### src/rtl/dtc_regs.svh
// Register offsets, field positions and timing counts of the dual timer/counter
`ifndef DTC_REGS_SVH
`define DTC_REGS_SVH

`define DTC_OFS_CTRL 8'h88
`define DTC_OFS_MODE 8'h89
`define DTC_OFS_LOW0 8'h8A
`define DTC_OFS_LOW1 8'h8B
`define DTC_OFS_HIGH0 8'h8C
`define DTC_OFS_HIGH1 8'h8D

`define DTC_CTRL_OVF1 7
`define DTC_CTRL_RUN1 6
`define DTC_CTRL_OVF0 5
`define DTC_CTRL_RUN0 4
`define DTC_CTRL_EXT1 3
`define DTC_CTRL_TYPE1 2
`define DTC_CTRL_EXT0 1
`define DTC_CTRL_TYPE0 0

`define DTC_MODE_GATE1 7
`define DTC_MODE_SEL1 6
`define DTC_MODE_FLD1_HI 5
`define DTC_MODE_FLD1_LO 4
`define DTC_MODE_GATE0 3
`define DTC_MODE_SEL0 2
`define DTC_MODE_FLD0_HI 1
`define DTC_MODE_FLD0_LO 0

`define DTC_CTRL_RESET 8'h00
`define DTC_MODE_RESET 8'h00
`define DTC_CNT_RESET 8'h00

`define DTC_MC_CLOCKS 12
`define DTC_MC_CNT_W 4

`endif

### src/rtl/dtc_pkg.sv
// Types shared by the dual timer/counter files
`default_nettype none
package dtc_pkg;

    typedef enum logic [1:0] {
        DTC_MODE13,
        DTC_MODE16,
        DTC_MODE8AR,
        DTC_MODESPLIT
    } dtc_mode_e;

    typedef struct packed {
        logic [7:0] addr;
        logic wr;
        logic rd;
        logic [7:0] wdata;
    } dtc_sfr_req_s;

    typedef struct packed {
        logic [7:0] tl;
        logic [7:0] th;
        logic ovf;
    } dtc_cnt_s;

    typedef struct packed {
        logic ovf1;
        logic ovf0;
        logic ext1;
        logic ext0;
    } dtc_ack_s;

endpackage
`default_nettype wire

### src/rtl/dtc_mc_div.sv
// Machine-cycle divider: one enable pulse every twelve clocks
`include "dtc_regs.svh"
`default_nettype none
module dtc_mc_div (
    // Clock and reset
    input wire logic clk,
    input wire logic rstn,
    // Machine-cycle enable
    output logic mc_tick
);
    logic [`DTC_MC_CNT_W-1:0] cnt_reg;
    logic [`DTC_MC_CNT_W-1:0] cnt_next;
    wire last = (cnt_reg == `DTC_MC_CNT_W'(`DTC_MC_CLOCKS - 1));

    assign cnt_next = last ? '0 : cnt_reg + `DTC_MC_CNT_W'(1);
    assign mc_tick = last;

    always_ff @(posedge clk or negedge rstn)
    begin
        if (!rstn)
            cnt_reg <= '0;
        else
            cnt_reg <= cnt_next;
    end
endmodule
`default_nettype wire

### src/rtl/dtc_edge_sync.sv
// Pin synchroniser with machine-cycle sampling and falling-edge pulse
`default_nettype none
module dtc_edge_sync (
    // Clock and reset
    input wire logic clk,
    input wire logic rstn,
    // Machine-cycle enable
    input wire logic mc_tick,
    // Pin
    input wire logic pin,
    // Results
    output logic level,
    output logic fall
);
    logic meta_reg;
    logic sync_reg;
    logic smp_reg;
    logic fall_reg;

    // Idle high so reset itself is never taken as an edge
    always_ff @(posedge clk or negedge rstn)
    begin
        if (!rstn)
        begin
            meta_reg <= 1'b1;
            sync_reg <= 1'b1;
            smp_reg <= 1'b1;
            fall_reg <= 1'b0;
        end
        else
        begin
            meta_reg <= pin;
            sync_reg <= meta_reg;
            fall_reg <= mc_tick & smp_reg & ~sync_reg;
            if (mc_tick)
                smp_reg <= sync_reg;
        end
    end

    assign level = sync_reg;
    assign fall = fall_reg;
endmodule
`default_nettype wire

### src/rtl/dtc_top.sv
// Dual 16-bit timer/counter with external interrupt flags, SFR reachable
`include "dtc_regs.svh"
`default_nettype none
// Function
// - Two independent 16-bit timer/counters
// - Timer increments once per twelve clocks
// - Counter increments on count input falling edge
// - Edge recognised over two machine cycles
// - Two-bit mode field selects four modes
// - Mode 0: 13-bit, upper low bits zero
// - Mode 2: low byte reloads from high
// - Timer 1 mode 3 stops timer 1
// - Timer 0 mode 3: two 8-bit counters
// - Split: high byte uses run one, flag one
// - Gate and run count interrupt input edges
// - Select bit: 1 counter, 0 timer
// - Mode fields at bits 5:4 and 1:0
// - Run bits start and stop timers
// - Overflow flags set, cleared by software or ack
// - External edge flags set on falling edge
// - Type bit selects edge or level
// - Type 0 level, type 1 falling edge
module dtc_top (
    // Clock and reset
    input wire logic clk,
    input wire logic rstn,
    // SFR access
    input wire dtc_pkg::dtc_sfr_req_s sfr_req,
    output logic [7:0] sfr_rdata,
    // Pins
    input wire logic count_input_zero,
    input wire logic count_input_one,
    input wire logic ext_irq_input_zero,
    input wire logic ext_irq_input_one,
    // Interrupt processed acknowledges
    input wire dtc_pkg::dtc_ack_s irq_ack,
    // Interrupt requests
    output logic overflow_flag_zero,
    output logic overflow_flag_one,
    output logic ext_edge_flag_zero,
    output logic ext_edge_flag_one
);
    // Byte increment with carry, shared by 8-bit modes and split high byte
    function automatic logic [8:0] inc8(input logic [7:0] v);
        return {1'b0, v} + 9'h001;
    endfunction

    // Write strobe for one mapped offset
    function automatic logic wr_hit(input dtc_pkg::dtc_sfr_req_s q, input logic [7:0] a);
        return q.wr & (q.addr == a);
    endfunction

    // Two-bit mode field to mode; every code is legal
    function automatic dtc_pkg::dtc_mode_e mode_of(input logic [1:0] f);
        return dtc_pkg::dtc_mode_e'(f);
    endfunction

    // Upper low-byte bits stay zero in 13-bit mode, even after a write
    function automatic logic [7:0] clamp13(input dtc_pkg::dtc_mode_e m, input logic [7:0] v);
        return (m == dtc_pkg::DTC_MODE13) ? {3'h0, v[4:0]} : v;
    endfunction

    // Set wins over clear, so an event in the clearing cycle is never lost
    function automatic logic flag_upd(input logic set, input logic keep, input logic clr);
        return set | (keep & ~clr);
    endfunction

    function automatic dtc_pkg::dtc_cnt_s step(input dtc_pkg::dtc_mode_e m,
                                               input logic [7:0] tl, input logic [7:0] th);
        dtc_pkg::dtc_cnt_s r;
        logic [13:0] s13;
        logic [16:0] s16;
        logic [8:0] s8;
        r.tl = tl;
        r.th = th;
        r.ovf = 1'b0;
        s13 = {1'b0, th, tl[4:0]} + 14'h0001;
        s16 = {1'b0, th, tl} + 17'h0_0001;
        s8 = inc8(tl);
        unique case (m)
            dtc_pkg::DTC_MODE13:
            begin
                r.tl = {3'h0, s13[4:0]};
                r.th = s13[12:5];
                r.ovf = s13[13];
            end
            dtc_pkg::DTC_MODE16:
            begin
                r.tl = s16[7:0];
                r.th = s16[15:8];
                r.ovf = s16[16];
            end
            dtc_pkg::DTC_MODE8AR:
            begin
                r.tl = s8[8] ? th : s8[7:0];
                r.ovf = s8[8];
            end
            dtc_pkg::DTC_MODESPLIT:
            begin
                r.tl = s8[7:0];
                r.ovf = s8[8];
            end
        endcase
        return r;
    endfunction

    logic [7:0] ctrl_reg;
    logic [7:0] ctrl_next;
    logic [7:0] mode_reg;
    logic [7:0] tl0_reg;
    logic [7:0] tl0_next;
    logic [7:0] th0_reg;
    logic [7:0] th0_next;
    logic [7:0] tl1_reg;
    logic [7:0] tl1_next;
    logic [7:0] th1_reg;
    logic [7:0] th1_next;
    logic [7:0] rdata_reg;
    logic [7:0] rdata_next;

    logic mc_tick;
    logic cnt0_fall;
    logic cnt1_fall;
    logic ext0_lvl;
    logic ext0_fall;
    logic ext1_lvl;
    logic ext1_fall;

    dtc_mc_div u_div (
        .clk(clk),
        .rstn(rstn),
        .mc_tick(mc_tick)
    );

    // Two-flop sync plus per-machine-cycle sample: two cycles to see a fall
    dtc_edge_sync u_cnt0 (
        .clk(clk),
        .rstn(rstn),
        .mc_tick(mc_tick),
        .pin(count_input_zero),
        .level(),
        .fall(cnt0_fall)
    );
    dtc_edge_sync u_cnt1 (
        .clk(clk),
        .rstn(rstn),
        .mc_tick(mc_tick),
        .pin(count_input_one),
        .level(),
        .fall(cnt1_fall)
    );
    dtc_edge_sync u_ext0 (
        .clk(clk),
        .rstn(rstn),
        .mc_tick(mc_tick),
        .pin(ext_irq_input_zero),
        .level(ext0_lvl),
        .fall(ext0_fall)
    );
    dtc_edge_sync u_ext1 (
        .clk(clk),
        .rstn(rstn),
        .mc_tick(mc_tick),
        .pin(ext_irq_input_one),
        .level(ext1_lvl),
        .fall(ext1_fall)
    );

    // Register decode
    wire wr_ctrl = wr_hit(sfr_req, `DTC_OFS_CTRL);
    wire wr_mode = wr_hit(sfr_req, `DTC_OFS_MODE);
    wire wr_tl0 = wr_hit(sfr_req, `DTC_OFS_LOW0);
    wire wr_tl1 = wr_hit(sfr_req, `DTC_OFS_LOW1);
    wire wr_th0 = wr_hit(sfr_req, `DTC_OFS_HIGH0);
    wire wr_th1 = wr_hit(sfr_req, `DTC_OFS_HIGH1);

    // Mode fields
    wire dtc_pkg::dtc_mode_e mode0 =
        mode_of(mode_reg[`DTC_MODE_FLD0_HI:`DTC_MODE_FLD0_LO]);
    wire dtc_pkg::dtc_mode_e mode1 =
        mode_of(mode_reg[`DTC_MODE_FLD1_HI:`DTC_MODE_FLD1_LO]);
    wire gate0 = mode_reg[`DTC_MODE_GATE0];
    wire gate1 = mode_reg[`DTC_MODE_GATE1];
    wire sel0 = mode_reg[`DTC_MODE_SEL0];
    wire sel1 = mode_reg[`DTC_MODE_SEL1];
    wire run0 = ctrl_reg[`DTC_CTRL_RUN0];
    wire run1 = ctrl_reg[`DTC_CTRL_RUN1];
    wire split = (mode0 == dtc_pkg::DTC_MODESPLIT);

    // Count event selection
    wire src0 = sel0 ? cnt0_fall : mc_tick;
    wire src1 = sel1 ? cnt1_fall : mc_tick;
    wire ev0 = gate0 ? ext0_fall : src0;
    wire ev1 = gate1 ? ext1_fall : src1;
    wire inc0 = run0 & ev0;
    wire inc1 = run1 & ev1 & (mode1 != dtc_pkg::DTC_MODESPLIT);
    wire inc_hi0 = split & run1 & mc_tick;

    // Next count values
    wire dtc_pkg::dtc_cnt_s t0 = step(mode0, tl0_reg, th0_reg);
    wire dtc_pkg::dtc_cnt_s t1 = step(mode1, tl1_reg, th1_reg);
    wire [8:0] hi0_sum = inc8(th0_reg);
    wire ovf0 = inc0 & t0.ovf;
    wire ovf1_t1 = inc1 & t1.ovf & ~split;
    wire ovf1_hi = inc_hi0 & hi0_sum[8];
    wire ovf1 = ovf1_t1 | ovf1_hi;

    // Software write takes the byte it targets over a same-cycle count
    always_comb
    begin
        tl0_next = inc0 ? t0.tl : tl0_reg;
        th0_next = th0_reg;
        if (split)
            th0_next = inc_hi0 ? hi0_sum[7:0] : th0_reg;
        else if (inc0)
            th0_next = t0.th;
        if (wr_tl0)
            tl0_next = sfr_req.wdata;
        if (wr_th0)
            th0_next = sfr_req.wdata;
        tl0_next = clamp13(mode0, tl0_next);
    end

    always_comb
    begin
        tl1_next = inc1 ? t1.tl : tl1_reg;
        th1_next = inc1 ? t1.th : th1_reg;
        if (wr_tl1)
            tl1_next = sfr_req.wdata;
        if (wr_th1)
            th1_next = sfr_req.wdata;
        tl1_next = clamp13(mode1, tl1_next);
    end

    // Flag sources; level type mirrors the low input
    wire set_ext0 = ctrl_reg[`DTC_CTRL_TYPE0] ? ext0_fall : ~ext0_lvl;
    wire set_ext1 = ctrl_reg[`DTC_CTRL_TYPE1] ? ext1_fall : ~ext1_lvl;
    wire [7:0] ctrl_base = wr_ctrl ? sfr_req.wdata : ctrl_reg;

    // Hardware set wins over both software clear and acknowledge
    always_comb
    begin
        ctrl_next = ctrl_base;
        ctrl_next[`DTC_CTRL_OVF0] =
            flag_upd(ovf0, ctrl_base[`DTC_CTRL_OVF0], irq_ack.ovf0);
        ctrl_next[`DTC_CTRL_OVF1] =
            flag_upd(ovf1, ctrl_base[`DTC_CTRL_OVF1], irq_ack.ovf1);
        ctrl_next[`DTC_CTRL_EXT0] =
            flag_upd(set_ext0, ctrl_base[`DTC_CTRL_EXT0], irq_ack.ext0);
        ctrl_next[`DTC_CTRL_EXT1] =
            flag_upd(set_ext1, ctrl_base[`DTC_CTRL_EXT1], irq_ack.ext1);
    end

    // Read mux; unmapped addresses read zero
    always_comb
    begin
        unique case (sfr_req.addr)
            `DTC_OFS_CTRL: rdata_next = ctrl_reg;
            `DTC_OFS_MODE: rdata_next = mode_reg;
            `DTC_OFS_LOW0: rdata_next = tl0_reg;
            `DTC_OFS_LOW1: rdata_next = tl1_reg;
            `DTC_OFS_HIGH0: rdata_next = th0_reg;
            `DTC_OFS_HIGH1: rdata_next = th1_reg;
            default: rdata_next = 8'h00;
        endcase
    end

    always_ff @(posedge clk or negedge rstn)
    begin
        if (!rstn)
        begin
            ctrl_reg <= `DTC_CTRL_RESET;
            mode_reg <= `DTC_MODE_RESET;
            tl0_reg <= `DTC_CNT_RESET;
            th0_reg <= `DTC_CNT_RESET;
            tl1_reg <= `DTC_CNT_RESET;
            th1_reg <= `DTC_CNT_RESET;
            rdata_reg <= 8'h00;
        end
        else
        begin
            ctrl_reg <= ctrl_next;
            if (wr_mode)
                mode_reg <= sfr_req.wdata;
            tl0_reg <= tl0_next;
            th0_reg <= th0_next;
            tl1_reg <= tl1_next;
            th1_reg <= th1_next;
            if (sfr_req.rd)
                rdata_reg <= rdata_next;
        end
    end

    assign sfr_rdata = rdata_reg;
    assign overflow_flag_zero = ctrl_reg[`DTC_CTRL_OVF0];
    assign overflow_flag_one = ctrl_reg[`DTC_CTRL_OVF1];
    assign ext_edge_flag_zero = ctrl_reg[`DTC_CTRL_EXT0];
    assign ext_edge_flag_one = ctrl_reg[`DTC_CTRL_EXT1];
endmodule
`default_nettype wire

### config.mk
export PLATFORM = sky130hd
export DESIGN_NAME = dtc_top
export DESIGN_NICKNAME = d
export VERILOG_FILES = /design/src/rtl/dtc_pkg.sv /design/src/rtl/dtc_mc_div.sv /design/src/rtl/dtc_edge_sync.sv /design/src/rtl/dtc_top.sv
export VERILOG_INCLUDE_DIRS = /design/src /design/src/rtl
export SDC_FILE = /design/constraint.sdc
export NUM_CORES = 1
export LEC_CHECK = 0
export BUFFER_PORTS_ARGS = -buffer_cell sky130_fd_sc_hd__clkbuf_2
export CAP_MARGIN = 20
export CORE_ASPECT_RATIO = 0.75
export CORE_MARGIN = 4
export CORE_UTILIZATION = 40
export CTS_CLUSTER_DIAMETER = 120
export CTS_CLUSTER_SIZE = 12
export DETAILED_ROUTE_END_ITERATION = 6
export GPL_ROUTABILITY_DRIVEN = 0
export PLACE_DENSITY = 0.64
export SLEW_MARGIN = 20
export SYNTH_ARGS = -nofsm -noshare
export SYNTH_HDL_FRONTEND = slang
export SYNTH_HIERARCHICAL = 1
export SYNTH_SLANG_ARGS = --single-unit
### constraint.sdc
create_clock -name clk -period 3.2 [get_ports clk]
set_clock_uncertainty 0.15 [all_clocks]
set_input_delay 0.32 -clock clk [delete_from_list [all_inputs] [get_ports clk]]
set_output_delay 0.32 -clock clk [all_outputs]
set_load 0.02 [all_outputs]
==> impl_results.md <==
- R2R depth: 8
- Syn nets: 504
- Mapped cell area: 4610 um^2
- Lkg Pwr: 2.07 nW
- Reg2reg setup slack: 0.70 ns
- Most frequent cells in the layout: dfrtp_1 (64), nand2_1 (46), nor2_1 (43)
- Inserted Diodes: 0
- Die Y: 101 um
- Post-CTS Setup Repair Bufs: 0
- Critical path cell sequence: ha_1 -> nand2b_4 -> nor2_2 -> mux2_2 -> o211ai_1 -> nor4_1 -> a211oi_1 -> a211oi_1
- Vias: 3935
- Top post-synthesis cells by area: dfrtp_1 (35%), dfstp_2 (6.8%), nand2_1 (3.7%), nor2_1 (3.5%), mux4_2 (3.4%)
- Sequential-to-total area share from yosys stat: 0.416
- DR vias/cell: 6.10
- Clk Latency, worst-skew pair: 0.34 ns
- Largest delay contributor family on the critical path: compound AO/OA/AOI/OAI gates
- Synth area leader: dfrtp_1
- Nets@finish: 536
- Worst R2R Start: u_div/cnt_reg[0]$_DFF_PN0_
- CTS clock-pin slew for the worst setup and hold paths: 0.06 ns
- Post-route ant nets: 0
- CTS tree: yes
- Worst setup EP type: register
- CP Class: register to register
- Final core utilization: 0.469
- Maximum vdd drop: 0.000314 V
- Mapped Cells: 468
- Crit path max fanout: 8
- Most common cell on crit path: a211oi_1
- # setup viols final: 0
- Most common cell after layout, fill and taps aside: dfrtp_1
- Cell area power density: 485 nW/um^2
- Largest net degree at the start of global routing: 77
- Die area: 13300 um^2
- Share of cells above drive strength 1: 0.240
- Area Overhead vs Synth: 12.9%
- H-tree levels: 3
- Top cell type's share of synthesized area: 0.347
- Ys flop type: dfrtp_1
- CP Buf/Inv Count: 0
- Drt total wl: 12800 um
- Initial antenna violation count: 0
- YS warnings: 6
- Status: complete, but fails checks
- Setup WS pre-CTS: 0.736 ns
- Min cycle time layout: 2.50 ns
- Tot Pwr: 2.52 mW
- Crit path launch type: register
- Core region area: 11100 um^2
- All-Layer GR Usage: 0.196
- DRT Pass-1 Iters: 5
- CP max stage cell: o211ai_1
- Failing checks: hold timing
- Max-slew headroom: 0.366
- Port Buffers: 39
- Fin Setup TNS: 0 ns
- WP data required: 3.25 ns
- Fmax: 400 MHz
- RSZ-0062 raised after global routing: no
- WP data arrival: 2.55 ns
- Total gr overflow: 0
- Die Wd: 132 um
- Syn avg cell area: 9.85 um^2
- Post-synth cell types: 72
- Clock tree buffer depth: 2
- Final worst slack: 0.699 ns
- Drt wl/cell: 19.8 um
- Hold WS: -0.0277 ns
- DR DRC count: 0
- Site Rows: 33
- Hold WC Path Type: primary input to asynchronous set/reset pin
- First-pass GRT wire length: 20500 um
- Root buffer cell: clkbuf_16
- Drt initial violations: 428
- RR Endpoint: tl0_reg[5]$_DFFE_PN0P_
- CTS Buf Count: 9
- CP peak stage delay: 0.62 ns
- Post-DP HPWL: 9190 um
- Register bit count reported by yosys: 76
- Number of flops mapped to enable cells by yosys: 0
- Worst-Margin Slew: 0.951 ns
- Endpoints failing hold: 17
- Number of global-route vias before repair: 3684
- Max-cap violations: 0
- I/O pin cnt: 40
- Final worst path period share: 0.782
- Initial core utilization: 0.415
- Clk sink count: 76
- Async set-or-reset flop fraction in the synthesized netlist: 1.00
- # resized after CTS: 0
- Max Slew Vio Count: 0
-- cell type report --
class / instances / area (um^2)
repair buffers: 45 / 253
inverters: 11 / 43.8
clock inverters: 6 / 63.8
clock buffers: 10 / 239
multi-input cells: 357 / 2510
well taps: 140 / 175
flip-flops and latches: 76 / 1920
fillers: 1030 / 5900
-- kinds of logic after synthesis --
| logic type | count (synthesis) | synth area share |
|---|---|---|
| AOI/OAI and AO/OA | 119 | 0.164 |
| xor gates and xnor gates | 21 | 0.0399 |
| adders and majority gates | 8 | 0.0217 |
| buffers and inverters | 35 | 0.0391 |
| DFF | 76 | 0.416 |
| muxes | 33 | 0.103 |
| and+or+nand+nor | 176 | 0.217 |
-- metal layers --
layer / GRT usage / wire length, um / part of all wire
met1: 0.293 / 6000 / 0.47
met2: 0.274 / 5280 / 0.41
met3: 0.0504 / 1210 / 0.094
met4: 0.0662 / 310 / 0.024
met5: 0 / 0 / 0
-- synthesized netlist by cell type, types with 4 or more instances --
master / instances
ha_1: 8
mux2_4: 5
buf_2: 8
dfrtp_1: 64
and3b_2: 4
a21oi_1: 31
mux2_2: 13
nor4_1: 6
a31oi_1: 6
nand3_1: 12
dfstp_2: 12
xor2_1: 6
a211oi_1: 6
o21ai_1: 23
o21ai_0: 16
mux4_2: 7
a22oi_1: 10
nand4_1: 7
xnor2_1: 15
clkbuf_1: 8
nor3_1: 11
nand2_1: 46
and3_1: 4
inv_1: 10
mux2i_1: 7
nor2_1: 43
-- repair_timing --
item | CTS | global route
hold endpoints to repair | 4 | 0
setup endpoints to repair | 0 | 0
hold buffers | 4 | 0
-- worst max path at each step --
stage,start,end,slack (ns),cells past startpoint
after floorplan,u_div/cnt_reg[0]$_DFF_PN0_,th1_reg[1]$_DFFE_PN0P_,0.88,8
after global placement,u_div/cnt_reg[0]$_DFF_PN0_,tl0_reg[5]$_DFFE_PN0P_,0.85,8
after detailed placement,u_div/cnt_reg[0]$_DFF_PN0_,tl0_reg[5]$_DFFE_PN0P_,0.74,8
after CTS,u_div/cnt_reg[0]$_DFF_PN0_,tl0_reg[5]$_DFFE_PN0P_,0.75,8
after global routing,mode_reg[1]$_DFFE_PN0P_,th0_reg[1]$_DFFE_PN0P_,0.50,8
final,u_div/cnt_reg[0]$_DFF_PN0_,tl0_reg[5]$_DFFE_PN0P_,0.70,8
-- where the power goes --
| part | switching [mW] | leakage (nW) | internal (mW) |
|---|---|---|---|
| registers | 0.106 | 0.892 | 1.03 |
| clock network | 0.398 | 0.144 | 0.623 |
| logic | 0.215 | 1.03 | 0.153 |
-- metrics by stage --
stage | hold slack (ns) | std cells | cell area, um^2
2_1_floorplan | -0.126 | 468 | 4610
3_3_place_gp | 0.196 | 625 | 4860
3_5_place_dp | 0.198 | 625 | 4860
4_1_cts | 0.0120 | 645 | 5210
5_1_grt | 0.0216 | 645 | 5210
6_report | -0.0277 | 645 | 5210
(Power assumes the default switching activity.)
